## config.mk

```make
export PLATFORM = sky130hd
export DESIGN_NAME = clock_global_config_regs
export DESIGN_NICKNAME = d
export VERILOG_FILES = /design/src/clock_cfg_pkg.sv /design/src/clock_global_config_regs.sv /design/src/pin_function_ctrl.sv
export SDC_FILE = /design/constraint.sdc
export NUM_CORES = 1
export LEC_CHECK = 0
export ABC_CLOCK_PERIOD_IN_PS = 4600
export BUFFER_PORTS_ARGS = -buffer_cell sky130_fd_sc_hd__buf_2
export CAP_MARGIN = 10
export CORE_AREA = 2 2 157 159
export DETAILED_ROUTE_END_ITERATION = 7
export DIE_AREA = 0 0 159 161
export GPL_ROUTABILITY_DRIVEN = 0
export PLACE_DENSITY = 0.85
export SLEW_MARGIN = 20
export SYNTH_ARGS = -nofsm -noshare
export SYNTH_HDL_FRONTEND = slang
export SYNTH_SLANG_ARGS = --single-unit
```

## constraint.sdc

```tcl
create_clock -name CLK_I -period 4.6 [get_ports CLK_I]
set_input_delay 0.46 -clock CLK_I [delete_from_list [all_inputs] [get_ports CLK_I]]
set_output_delay 0.46 -clock CLK_I [all_outputs]
set_load 0.02 [all_outputs]
```

## src/clock_cfg_pkg.sv

```systemverilog
package clock_cfg_pkg;
   // Register addresses on the processor interface
   localparam logic [7:0] ADDR_MASTER_ONE = 8'h01;
   localparam logic [7:0] ADDR_MASTER_TWO = 8'h02;
   localparam logic [7:0] ADDR_PLL_EN = 8'h03;
   localparam logic [7:0] ADDR_IN_EN = 8'h04;
   localparam logic [7:0] ADDR_OUT_EN_LO = 8'h05;
   localparam logic [7:0] ADDR_OUT_EN_HI = 8'h06;
   localparam logic [7:0] ADDR_MUX_ABC = 8'h07;
   localparam logic [7:0] ADDR_MUX_DEF = 8'h08;
   localparam logic [7:0] ADDR_STOP_LO = 8'h09;
   localparam logic [7:0] ADDR_STOP_HI = 8'h0A;
   localparam logic [7:0] ADDR_PIN_CFG = 8'h0B;
   localparam logic [7:0] ADDR_PIN0_SS = 8'h0D;
   localparam logic [7:0] ADDR_PIN1_SS = 8'h0E;
   localparam logic [7:0] ADDR_PIN_LEVEL = 8'h4A;
   localparam logic [7:0] ADDR_BLK_STATUS = 8'h4B;

   // Reset value and writable-bit masks (reserved bits read zero)
   localparam logic [7:0] REG_RESET = 8'h00;
   localparam logic [7:0] MASK_MASTER_ONE = 8'h20;
   localparam logic [7:0] MASK_MASTER_TWO = 8'h77;
   localparam logic [7:0] MASK_PLL_EN = 8'h03;
   localparam logic [7:0] MASK_IN_EN = 8'h07;
   localparam logic [7:0] MASK_OUT_EN_HI = 8'h03;
   localparam logic [7:0] MASK_MUX = 8'h3F;
   localparam logic [7:0] MASK_STOP_HI = 8'h03;

   // Field positions
   localparam int GLOBAL_STOP_POS = 5;
   localparam int IN1_MON_POS = 4;
   localparam int IN2_MON_POS = 5;
   localparam int IN3_MON_POS = 6;
   localparam int DOUBLER_POS = 2;
   localparam int XTAL_MODE_LSB = 0;
   localparam int PIN1_CFG_LSB = 4;
   localparam int PIN0_CFG_LSB = 0;
   localparam int EARLY_POS = 0;
   localparam int SETTLED_POS = 1;

   // Crystal pin mode codes
   localparam logic [1:0] XTAL_OFF = 2'h0;
   localparam logic [1:0] XTAL_DRIVER = 2'h1;
   localparam logic [1:0] XTAL_SINGLE = 2'h2;

   // Group source mux codes
   localparam logic [1:0] SRC_P1_INT = 2'h0;
   localparam logic [1:0] SRC_P1_FRAC = 2'h1;
   localparam logic [1:0] SRC_P2_INT = 2'h2;
   localparam logic [1:0] SRC_P2_FRAC = 2'h3;

   // Stop source code that hands control to the stop registers
   localparam logic [3:0] STOP_SRC_REG = 4'h1;

   // Pin function codes
   localparam logic [3:0] PIN_IN = 4'h0;
   localparam logic [3:0] PIN_IN_INV = 4'h1;
   localparam logic [3:0] PIN_OUT_LOW = 4'h2;
   localparam logic [3:0] PIN_OUT_HIGH = 4'h3;
   localparam logic [3:0] PIN_STAT = 4'h4;
   localparam logic [3:0] PIN_STAT_INV = 4'h5;
   localparam logic [3:0] PIN_STAT_LOW_Z = 4'h6;
   localparam logic [3:0] PIN_STAT_Z_LOW = 4'h7;

   // Crystal settle time before the doubler may start
   localparam int DOUBLER_WAIT_MS = 5;
   localparam int CLK_FREQ_KHZ = 200000;
   localparam int DOUBLER_WAIT_CYCLES = DOUBLER_WAIT_MS * CLK_FREQ_KHZ;
endpackage : clock_cfg_pkg

```

## src/clock_global_config_regs.sv

```systemverilog
// Summary of operation
// - Monitor select bit picks PLL feedback reference
// - Doubler enable bit powers doubler up/down
// - Crystal pin mode decodes off/driver/single-ended
// - PLL enable: bit0 first, bit1 second
// - Input enable bits 0..2 for inputs 1..3
// - Output enable bits for ten outputs
// - Group mux code selects PLL and divider
// - Mux fields map to groups A to F
// - Fractional codes follow PLL bypass control bit
// - Stop bit stops output when source register
// - Internal stop is own bit OR global
// - Stop bits laid out for ten outputs
// - Pin config fields; pin levels readable back
// - Code 0000 input, 0001 inverted input
// - Status-select register chooses pin status bit
// - Codes 0010 to 0111 drive low/high/status; codes 1xxx act as input
// - Global stop hits register-sourced outputs only
module clock_global_config_regs
   import clock_cfg_pkg::*;
#(
   parameter int WAIT_CYCLES = DOUBLER_WAIT_CYCLES
)(
   input wire logic CLK_I,
   input wire logic RST_I,
   input wire logic [7:0] REG_ADDR_I,
   input wire logic REG_WR_I,
   input wire logic REG_RD_I,
   input wire logic [7:0] REG_WDATA_I,
   output logic [7:0] REG_RDATA_O,
   input wire logic [1:0] PLL_BYPASS_I,
   input wire logic [39:0] STOP_SRC_SEL_I,
   input wire logic [255:0] STATUS_VEC_I,
   input wire logic [1:0] GPIO_I,
   output logic [1:0] GPIO_O,
   output logic [1:0] GPIO_OE_O,
   output logic [2:0] IN_MON_REF_SEL_O,
   output logic DOUBLER_EN_O,
   output logic XTAL_DRV_EN_O,
   output logic XA_SE_IN_EN_O,
   output logic XTAL_SETTLED_O,
   output logic PLL_ONE_EN_O,
   output logic PLL_TWO_EN_O,
   output logic [2:0] INPUT_EN_O,
   output logic [9:0] OUT_EN_O,
   output logic [5:0] GROUP_SRC_PLL2_O,
   output logic [5:0] GROUP_SRC_FRAC_O,
   output logic [5:0] GROUP_SRC_BYPASS_O,
   output logic [9:0] OUT_STOP_O
);
   // Whole register state of the bank
   typedef struct packed {
      logic [7:0] master_one; // Global stop bit
      logic [7:0] master_two; // Monitor selects, doubler, crystal mode
      logic [7:0] pll_en; // PLL enables
      logic [7:0] in_en; // Input enables
      logic [7:0] oen_lo; // Outputs 1..8 enables
      logic [7:0] oen_hi; // Outputs 9..10 enables
      logic [7:0] mux_abc; // Groups A..C sources
      logic [7:0] mux_def; // Groups D..F sources
      logic [7:0] stop_lo; // Outputs 1..8 stop bits
      logic [7:0] stop_hi; // Outputs 9..10 stop bits
      logic [7:0] pin_cfg; // Pin function fields
      logic [7:0] ss0; // Pin 0 status select
      logic [7:0] ss1; // Pin 1 status select
      logic [7:0] rdata; // Read data
      logic [1:0] pin_meta; // First sync stage
      logic [1:0] pin_sync; // Second sync stage
      logic [19:0] settle_cnt; // Crystal settle counter
      logic early; // Doubler enabled before settle, sticky
      logic [5:0] grp_pll2; // Group uses second PLL
      logic [5:0] grp_frac; // Group uses fractional-or-bypass path
      logic [5:0] grp_byp; // That path is the bypass
      logic [9:0] out_stop; // Internal stop per output
   } bank_s;

   bank_s st_reg;
   bank_s st_next;
   logic [1:0] pin_level; // Reported pin levels
   logic [1:0] pin_status; // Selected status bit per pin
   logic [9:0] stop_bits; // Ten stop bits in order
   logic [1:0] xtal_mode; // Crystal pin mode field
   logic settled; // Crystal settle time elapsed

   // Decode one group mux field into pll2, frac, bypass
   function automatic logic [2:0] src_decode(input logic [1:0] code,
                                             input logic [1:0] byp);
      logic two;
      logic frac;
      two = code[1];
      frac = code[0];
      return {two, frac, frac & byp[two]};
   endfunction : src_decode

   // Internal stop for one output
   function automatic logic stop_calc(input logic [3:0] src,
                                      input logic own,
                                      input logic glob);
      return (src == STOP_SRC_REG) && (own || glob);
   endfunction : stop_calc

   // Masked register write value
   function automatic logic [7:0] masked(input logic [7:0] d, input logic [7:0] m);
      return d & m;
   endfunction : masked

   assign stop_bits = {st_reg.stop_hi[1:0], st_reg.stop_lo};
   assign xtal_mode = st_reg.master_two[XTAL_MODE_LSB +: 2];
   assign settled = (st_reg.settle_cnt >= 20'(WAIT_CYCLES));

   // Status bit per pin from its select register
   assign pin_status[0] = STATUS_VEC_I[st_reg.ss0];
   assign pin_status[1] = STATUS_VEC_I[st_reg.ss1];

   // Next state: writes, reads, sync, derived outputs
   always_comb begin
      logic [2:0] dec;
      dec = 3'h0;
      st_next = st_reg;
      // Pin synchroniser, second stage reads only the first
      st_next.pin_meta = GPIO_I;
      st_next.pin_sync = st_reg.pin_meta;
      // Settle counter runs while the crystal input is active
      if (xtal_mode == XTAL_DRIVER || xtal_mode == XTAL_SINGLE) begin
         if (!settled) begin
            st_next.settle_cnt = st_reg.settle_cnt + 20'h00001;
         end
      end else begin
         st_next.settle_cnt = 20'h00000;
      end
      // Register writes
      if (REG_WR_I) begin
         unique case (REG_ADDR_I)
            ADDR_MASTER_ONE: st_next.master_one = masked(REG_WDATA_I, MASK_MASTER_ONE);
            ADDR_MASTER_TWO: st_next.master_two = masked(REG_WDATA_I, MASK_MASTER_TWO);
            ADDR_PLL_EN: st_next.pll_en = masked(REG_WDATA_I, MASK_PLL_EN);
            ADDR_IN_EN: st_next.in_en = masked(REG_WDATA_I, MASK_IN_EN);
            ADDR_OUT_EN_LO: st_next.oen_lo = REG_WDATA_I;
            ADDR_OUT_EN_HI: st_next.oen_hi = masked(REG_WDATA_I, MASK_OUT_EN_HI);
            ADDR_MUX_ABC: st_next.mux_abc = masked(REG_WDATA_I, MASK_MUX);
            ADDR_MUX_DEF: st_next.mux_def = masked(REG_WDATA_I, MASK_MUX);
            ADDR_STOP_LO: st_next.stop_lo = REG_WDATA_I;
            ADDR_STOP_HI: st_next.stop_hi = masked(REG_WDATA_I, MASK_STOP_HI);
            ADDR_PIN_CFG: st_next.pin_cfg = REG_WDATA_I;
            ADDR_PIN0_SS: st_next.ss0 = REG_WDATA_I;
            ADDR_PIN1_SS: st_next.ss1 = REG_WDATA_I;
            ADDR_BLK_STATUS: begin
               // Write one clears the early flag
               if (REG_WDATA_I[EARLY_POS]) begin
                  st_next.early = 1'b0;
               end
            end
            default: ; // Unmapped or read-only address ignored
         endcase
      end
      // Doubler switched on before settle; set wins over clear
      if (st_reg.master_two[DOUBLER_POS] && !settled) begin
         st_next.early = 1'b1;
      end
      // Register reads
      if (REG_RD_I) begin
         unique case (REG_ADDR_I)
            ADDR_MASTER_ONE: st_next.rdata = st_reg.master_one;
            ADDR_MASTER_TWO: st_next.rdata = st_reg.master_two;
            ADDR_PLL_EN: st_next.rdata = st_reg.pll_en;
            ADDR_IN_EN: st_next.rdata = st_reg.in_en;
            ADDR_OUT_EN_LO: st_next.rdata = st_reg.oen_lo;
            ADDR_OUT_EN_HI: st_next.rdata = st_reg.oen_hi;
            ADDR_MUX_ABC: st_next.rdata = st_reg.mux_abc;
            ADDR_MUX_DEF: st_next.rdata = st_reg.mux_def;
            ADDR_STOP_LO: st_next.rdata = st_reg.stop_lo;
            ADDR_STOP_HI: st_next.rdata = st_reg.stop_hi;
            ADDR_PIN_CFG: st_next.rdata = st_reg.pin_cfg;
            ADDR_PIN0_SS: st_next.rdata = st_reg.ss0;
            ADDR_PIN1_SS: st_next.rdata = st_reg.ss1;
            ADDR_PIN_LEVEL: st_next.rdata = {6'h00, pin_level};
            ADDR_BLK_STATUS: st_next.rdata = {6'h00, settled, st_reg.early};
            default: st_next.rdata = 8'h00; // Unmapped reads zero
         endcase
      end
      // Group sources: A,B,C from first register, D,E,F from second
      for (int g = 0; g < 6; g++) begin
         dec = src_decode(g < 3 ? st_reg.mux_abc[2*(g%3) +: 2]
                                : st_reg.mux_def[2*(g%3) +: 2], PLL_BYPASS_I);
         st_next.grp_pll2[g] = dec[2];
         st_next.grp_frac[g] = dec[1];
         st_next.grp_byp[g] = dec[0];
      end
      // Internal stop per output
      for (int k = 0; k < 10; k++) begin
         st_next.out_stop[k] = stop_calc(STOP_SRC_SEL_I[4*k +: 4], stop_bits[k],
                                         st_reg.master_one[GLOBAL_STOP_POS]);
      end
   end

   // State register
   always_ff @(posedge CLK_I or posedge RST_I) begin
      if (RST_I) begin
         st_reg <= '0;
      end else begin
         st_reg <= st_next;
      end
   end

   // One pin controller per pin
   for (genvar p = 0; p < 2; p++) begin : g_pin
      pin_function_ctrl u_pin (
         .clk_i(CLK_I),
         .rst_i(RST_I),
         .cfg_i(p == 0 ? st_reg.pin_cfg[PIN0_CFG_LSB +: 4]
                       : st_reg.pin_cfg[PIN1_CFG_LSB +: 4]),
         .level_i(st_reg.pin_sync[p]),
         .status_i(pin_status[p]),
         .pin_o(GPIO_O[p]),
         .pin_oe_o(GPIO_OE_O[p]),
         .level_o(pin_level[p])
      );
   end

   // Outputs straight from register bits
   assign REG_RDATA_O = st_reg.rdata;
   assign IN_MON_REF_SEL_O = {st_reg.master_two[IN3_MON_POS],
                              st_reg.master_two[IN2_MON_POS],
                              st_reg.master_two[IN1_MON_POS]};
   assign DOUBLER_EN_O = st_reg.master_two[DOUBLER_POS];
   assign XTAL_DRV_EN_O = (xtal_mode == XTAL_DRIVER);
   assign XA_SE_IN_EN_O = (xtal_mode == XTAL_SINGLE);
   assign XTAL_SETTLED_O = settled;
   assign PLL_ONE_EN_O = st_reg.pll_en[0];
   assign PLL_TWO_EN_O = st_reg.pll_en[1];
   assign INPUT_EN_O = st_reg.in_en[2:0];
   assign OUT_EN_O = {st_reg.oen_hi[1:0], st_reg.oen_lo};
   assign GROUP_SRC_PLL2_O = st_reg.grp_pll2;
   assign GROUP_SRC_FRAC_O = st_reg.grp_frac;
   assign GROUP_SRC_BYPASS_O = st_reg.grp_byp;
   assign OUT_STOP_O = st_reg.out_stop;
endmodule : clock_global_config_regs

```

## src/pin_function_ctrl.sv

```systemverilog
module pin_function_ctrl
   import clock_cfg_pkg::*;
(
   input wire logic clk_i,
   input wire logic rst_i,
   input wire logic [3:0] cfg_i,
   input wire logic level_i,
   input wire logic status_i,
   output logic pin_o,
   output logic pin_oe_o,
   output logic level_o
);
   // Registered pin drive and reported level
   typedef struct packed {
      logic drive;
      logic oe;
      logic level;
   } pin_s;

   pin_s st_reg;
   pin_s st_next;

   // Decode the pin function code
   always_comb begin
      st_next = st_reg;
      st_next.drive = 1'b0;
      st_next.oe = 1'b0;
      st_next.level = level_i;
      unique case (cfg_i)
         PIN_IN_INV: st_next.level = ~level_i;
         PIN_OUT_LOW: st_next.oe = 1'b1;
         PIN_OUT_HIGH: begin
            st_next.drive = 1'b1;
            st_next.oe = 1'b1;
         end
         PIN_STAT: begin
            st_next.drive = status_i;
            st_next.oe = 1'b1;
         end
         PIN_STAT_INV: begin
            st_next.drive = ~status_i;
            st_next.oe = 1'b1;
         end
         PIN_STAT_LOW_Z: st_next.oe = ~status_i;
         PIN_STAT_Z_LOW: st_next.oe = status_i;
         default: ; // Plain input, also for unused codes
      endcase
   end

   // State register
   always_ff @(posedge clk_i or posedge rst_i) begin
      if (rst_i) begin
         st_reg <= '0;
      end else begin
         st_reg <= st_next;
      end
   end

   assign pin_o = st_reg.drive;
   assign pin_oe_o = st_reg.oe;
   assign level_o = st_reg.level;
endmodule : pin_function_ctrl
```

==> results of run 1 <==
-- Yosys cell counts (all sizes together), types with 13 or more instances --
library cell	count	area, um2
dfrtp	135	3378
mux2	127	1438
buf	102	780.8
mux4	93	2146
nor2	50	190.2
nand2	48	182.7
mux2i	40	400.4
a22oi	26	195.2
nor2b	24	150.1
clkbuf	21	78.83
nand3	20	100.1
inv	17	66.32
a222oi	15	150.1
a21oi	14	70.07
nor4b	14	122.6
a31oi	13	81.33
-- power groups by stage --
stage	sequential, mW	combinational (mW)	clock, mW
floorplan	1.29	0.494	0
global placement	1.36	0.677	0
detailed placement	1.37	0.694	0
CTS	1.35	0.698	1.39
global route	1.36	0.751	1.45
finish	1.35	0.707	1.38
-- final cells by class --
cell class / count / share of cell area [%]
clock buffers: 19 / 3.436
clock inverters: 13 / 1.167
inverters: 18 / 0.5504
multi-input cells: 674 / 50.94
flip-flops and latches: 135 / 25.74
well taps: 324 / 3.075
repair buffers: 392 / 15.09
-- worst max-delay path, cell delays in order, from the launching register on --
cell and delay, ps:
dfrtp_4 1030, and3b_1 450, a222oi_1 460, o2111ai_1 270, nand2_1 130, o211ai_1 160, o21a_1 240, o211a_1 220
-- worst paths after layout --
kind	startpoint	end	slack, ps	cells after the start
worst max-delay path	st_reg[70]	g_pin[0].u_pin.pin_oe_o	1420	7
worst min-delay path	GPIO_I[0]	st_next[49]	140	1
worst max register to register	st_reg[70]	g_pin[0].u_pin.pin_oe_o	1420	7
worst min register to register	st_next[50]	st_reg[50]	350	0
max in group asynchronous	RST_I	INPUT_EN_O[2]	3340	3
min in group asynchronous	RST_I	OUT_STOP_O[4]	260	2
-- routing by layer --
| metal | GRT usage [%] | vias up |
|---|---|---|
| met2 | 50.47 | 794 |
| met1 | 35.83 | 4880 |
| met4 | 11.78 | 0 |
| met3 | 6.112 | 135 |
| met5 | 0 | - |
| li1 | - | 4291 |
-- kinds of logic (layout without fill, tap and decap cells) --
family	Yosys count	count (layout)	share of synthesized area, %
multiplexers	260	260	36.14
AND/OR/NAND/NOR	236	236	12.05
AO/OA/AOI/OAI	157	157	10.93
buffers and inverters	141	442	8.433
flip-flops	135	135	30.64
XOR/XNOR	17	17	1.351
adder cells (fa/ha/maj)	4	4	0.4540
-- metrics by stage --
step / hold WS [ps] / utilization, % / setup slack (ps) / power [mW]
2_1_floorplan: 331.2 / - / 528.9 / 1.779
3_3_place_gp: 336.6 / 52.49 / 1575 / 2.040
3_5_place_dp: 334.7 / 52.49 / 1512 / 2.061
4_1_cts: 129.9 / 55.02 / 1491 / 3.436
5_1_grt: 131.8 / 55.02 / 1230 / 3.560
6_report: 141.8 / 55.02 / 1420 / 3.434
==> impl_metrics.csv, run 1 <==
group,metric,value,unit
status,outcome,"finished with violations",
status,violations,"design-rule violations",
sta,rsz0062_at_grt,"false",
sta,finalHoldViolCount,0,
clocking,cts_made_buffers,17,
routing,route.detailed.drc,3,
global_routing,track_usage,29.18,%
final_layout,area_delta_synth_final,19.59,%
sta,finalClockSkew,9.781,ps
global_routing,grt_pass1_vias,10340,
final_layout,final_cell_mix,"buf_2, dfrtp_1, mux2_2",
final_layout,final_cell_count_no_fill,1575,
clocking,cts_sinks,135,
final_layout,final_nets,1562,
sta,final.setup.tns,0,ps
die,num_io_pins,382,
yosys,synth_area,11020,um2
critical_path,criticalPathCategory,"reg2reg",
clocking,cts.clk_slew.worst_paths,60,ps
final_layout,multi_input_area,6716,um2
routing,drt_first_iter_violations,1199,
routing,avgViaCountPerCell,6.413,
yosys,yosysWarnings,0,
pwr,pwr-share-seq,39.3,%
sta,fin_crit_sh,69.13,%
clocking,clockBufferDepth,2,
critical_path,critPathArrivalTime,3480,ps
pwr,power_density,260.4,nW/um2
final_layout,seq_area,3393,um2
routing,route.met2.wl,18.73,mm
die,rows,57,
placement,post_dp_cell_area,12580,um2
routing,dr.pass1.iters,8,
die,dieArea,25600,um2
yosys,ys_ff_latch,135,
global_routing,grt_start_max_net_pins,82,
yosys,synth_cells,950,
die,fp.dieW,159,um
yosys,synth_edf_count,0,
hold_path,hold_path_class,"in2reg",
job,cap_violations,0,
yosys,synth_nets,1274,
placement,io_buffers,381,
critical_path,crit_required,4900,ps
yosys,synth_top_flop_cell,"dfrtp_1",
global_routing,antenna_found_initial,0,
die,start_util,46.01,%
global_routing,overflow,0,
global_routing,grt_pass1_wl,58.10,mm
pwr,combPwrFrac,20.6,%
clocking,cts_root_buf,"clkbuf_16",
yosys,synthArstFlopShare,100.0,%
routing,wl_met3,3.783,mm
clocking,insertion_delay,420,ps
sta,report.final.slew_viol_count,0,
placement,hpwl,29.47,mm
final_layout,antenna_cells,0,
critical_path,crit_path_end_kind,"flip-flop",
final_layout,fill_cells,2022,
clocking,ctsHtreeMaxLevel,4,
clocking,hold_buffers,0,
die,core_area,23960,um2
critical_path,critPathLaunchType,"flip-flop",
yosys,netlist-cell-type-count,76,
sta,clock.fmax,0.3145,GHz
pwr,p_sw,0.9484,mW
routing,wl_per_cell,23.94,um
clocking,ctsResizeCount,0,
critical_path,cp_max_fo,68,
pwr,irDropWorstVdd,0.1894,mV
pwr,p_int,2.485,mW
final_layout,layout_commonest_cell,"buf_2",
sta,setup_violations,0,
routing,ant_nets,0,
placement,placedCellCount,1543,
clocking,tritoncts,"yes",
pwr,leakage,5.695,nW
pwr,switching_share,27.62,%
final_layout,layout-drive-gt1-share,52.04,%
final_layout,stdcell_area,13180,um2
clocking,cts_post_setup_buffers_inserted,0,
yosys,synth_seq_area_share,30.64,%
final_layout,largest_reg_flops,60,
sta,worst_pin_slew,1075,ps
routing,highest_layer,"met4",
routing,vias,10100,
pwr,power.clock.fraction,40.1,%
sta,fin_crit,3180,ps
yosys,avgSynthCellArea,11.60,um2
die,die_y,161,um
sta,slew-limit-headroom,28.32,%
routing,wl_met1,13.86,mm
routing,drt-total-wl,37.70,mm
No activity file was read; power rests on OpenSTA's default activity.
==> run 2: changes to the inputs <==
- ABC_CLOCK_PERIOD_IN_PS: 4600 -> 2840
- PLACE_DENSITY: 0.85 -> 0.88
- clock period: 4.6 -> 2.84 ns (I/O delays scaled with it)
==> impl_metrics.csv, run 2 (synthesis results as in run 1) <==
group,metric,value,unit
sta,clock.fmax,0.3670,GHz
routing,wl_per_cell,24.19,um
final_layout,layout-drive-gt1-share,53.30,%
global_routing,grt_pass1_vias,10810,
pwr,pwr-share-seq,37.6,%
sta,fin_crit,2725,ps
clocking,cts_made_buffers,17,
final_layout,final_cell_mix,"buf_2, dfrtp_1, mux2_2",
final_layout,area_delta_synth_final,23.55,%
sta,finalClockSkew,5.736,ps
routing,drt-total-wl,39.09,mm
pwr,irDropWorstVdd,0.3749,mV
final_layout,fill_cells,1950,
sta,rsz0062_at_grt,"false",
routing,dr.pass1.iters,6,
pwr,power_density,414.6,nW/um2
clocking,cts.clk_slew.worst_paths,60,ps
routing,drt_first_iter_violations,1012,
job,cap_violations,0,
global_routing,overflow,0,
pwr,switching_share,28.49,%
die,dieArea,25600,um2
pwr,p_int,4.038,mW
sta,worst_pin_slew,833.8,ps
clocking,cts_sinks,135,
hold_path,hold_path_class,"in2reg",
routing,vias,10500,
pwr,combPwrFrac,22.6,%
placement,post_dp_cell_area,12970,um2
pwr,power.clock.fraction,39.8,%
critical_path,critPathArrivalTime,3030,ps
final_layout,largest_reg_flops,60,
sta,setup_violations,0,
clocking,tritoncts,"yes",
routing,route.detailed.drc,0,
clocking,clockBufferDepth,2,
critical_path,criticalPathCategory,"reg2reg",
routing,avgViaCountPerCell,6.496,
final_layout,final_nets,1601,
die,rows,57,
die,num_io_pins,382,
final_layout,stdcell_area,13620,um2
pwr,leakage,5.931,nW
die,fp.dieW,159,um
critical_path,crit_required,3150,ps
critical_path,cp_max_fo,23,
global_routing,track_usage,30.14,%
sta,report.final.slew_viol_count,0,
sta,finalHoldViolCount,0,
pwr,p_sw,1.609,mW
routing,ant_nets,0,
die,core_area,23960,um2
clocking,insertion_delay,420,ps
clocking,cts_root_buf,"clkbuf_16",
clocking,ctsHtreeMaxLevel,4,
placement,hpwl,31.07,mm
global_routing,grt_start_max_net_pins,65,
die,die_y,161,um
global_routing,grt_pass1_wl,60.21,mm
final_layout,layout_commonest_cell,"buf_2",
global_routing,antenna_found_initial,6,
critical_path,crit_path_end_kind,"flip-flop",
die,start_util,46.01,%
sta,fin_crit_sh,95.95,%
status,outcome,"finished, final reports clean",
placement,io_buffers,381,
critical_path,critPathLaunchType,"flip-flop",
sta,slew-limit-headroom,43.90,%
sta,final.setup.tns,0,ps
-- run 2: power groups by stage --
stage | Clock, mW | Combinational [mW] | Sequential, mW
floorplan | 0 | 0.800 | 2.08
global placement | 0 | 1.21 | 2.15
detailed placement | 0 | 1.24 | 2.15
CTS | 2.26 | 1.25 | 2.12
global route | 2.37 | 1.35 | 2.13
finish | 2.25 | 1.28 | 2.12
-- run 2: worst paths after layout --
kind                               startpoint                       to  slack (ps)  depth (start not counted)
setup / recovery                   st_reg[61]  g_pin[1].u_pin.pin_oe_o         120                          8
hold / removal             STOP_SRC_SEL_I[31]            OUT_STOP_O[7]         100                          3
setup reg to reg                   st_reg[61]  g_pin[1].u_pin.pin_oe_o         120                          8
hold reg to reg                   st_next[49]               st_reg[49]         350                          0
max in group asynchronous               RST_I               st_reg[62]        1630                          4
min in group asynchronous               RST_I      GROUP_SRC_FRAC_O[5]         490                          3
-- run 2: final cells by class --
type,instances,area (um2),share of cell area [%]
Inverter,18,73.82,0.5420
Multi-Input combinational cell,674,6718,49.32
Timing Repair Buffer,431,2422,17.78
Antenna cell,3,7.507,0.05512
Clock buffer,17,425.4,3.123
Sequential cell,135,3393,24.91
Tap cell,324,405.4,2.976
Clock inverter,14,175.2,1.286
-- run 2: per-stage QoR --
stage | total power [mW] | setup slack, ps | cells | utilization (%) | hold slack [ps]
after floorplan | 2.883 | 478.5 | 950 | - | 315.4
after global placement | 3.353 | 184.0 | 1578 | 54.11 | 336.6
after detailed placement | 3.395 | 116.4 | 1578 | 54.11 | 343.4
after CTS | 5.633 | 87.95 | 1612 | 56.74 | 94.12
after global routing | 5.853 | 12.91 | 1616 | 56.84 | 104.8
final | 5.647 | 115.1 | 1616 | 56.84 | 103.6
-- run 2: worst max-delay path, cell delays in order, from the launching register on --
cell	delay, ps
dfrtp_4	490
buf_12	230
mux4_1	570
a221oi_1	310
a211oi_1	120
o22ai_1	190
and4_1	340
nor4_1	80
nor3b_1	260
-- run 2: layer usage --
layer	GRT usage, %	vias up	share of wire [%]
li1	-	4364	-
met1	36.34	5077	36
met2	50.53	843	48
met3	6.626	212	9.5
met4	16.74	2	5.8
met5	0	-	0.033
-- run 2: repair_timing --
item	in CTS	in global routing
setup buffers	0	1
endpoints found under the setup margin	0	3
hold endpoints to repair	24	0
resized for setup	0	1
hold buffers	3	0
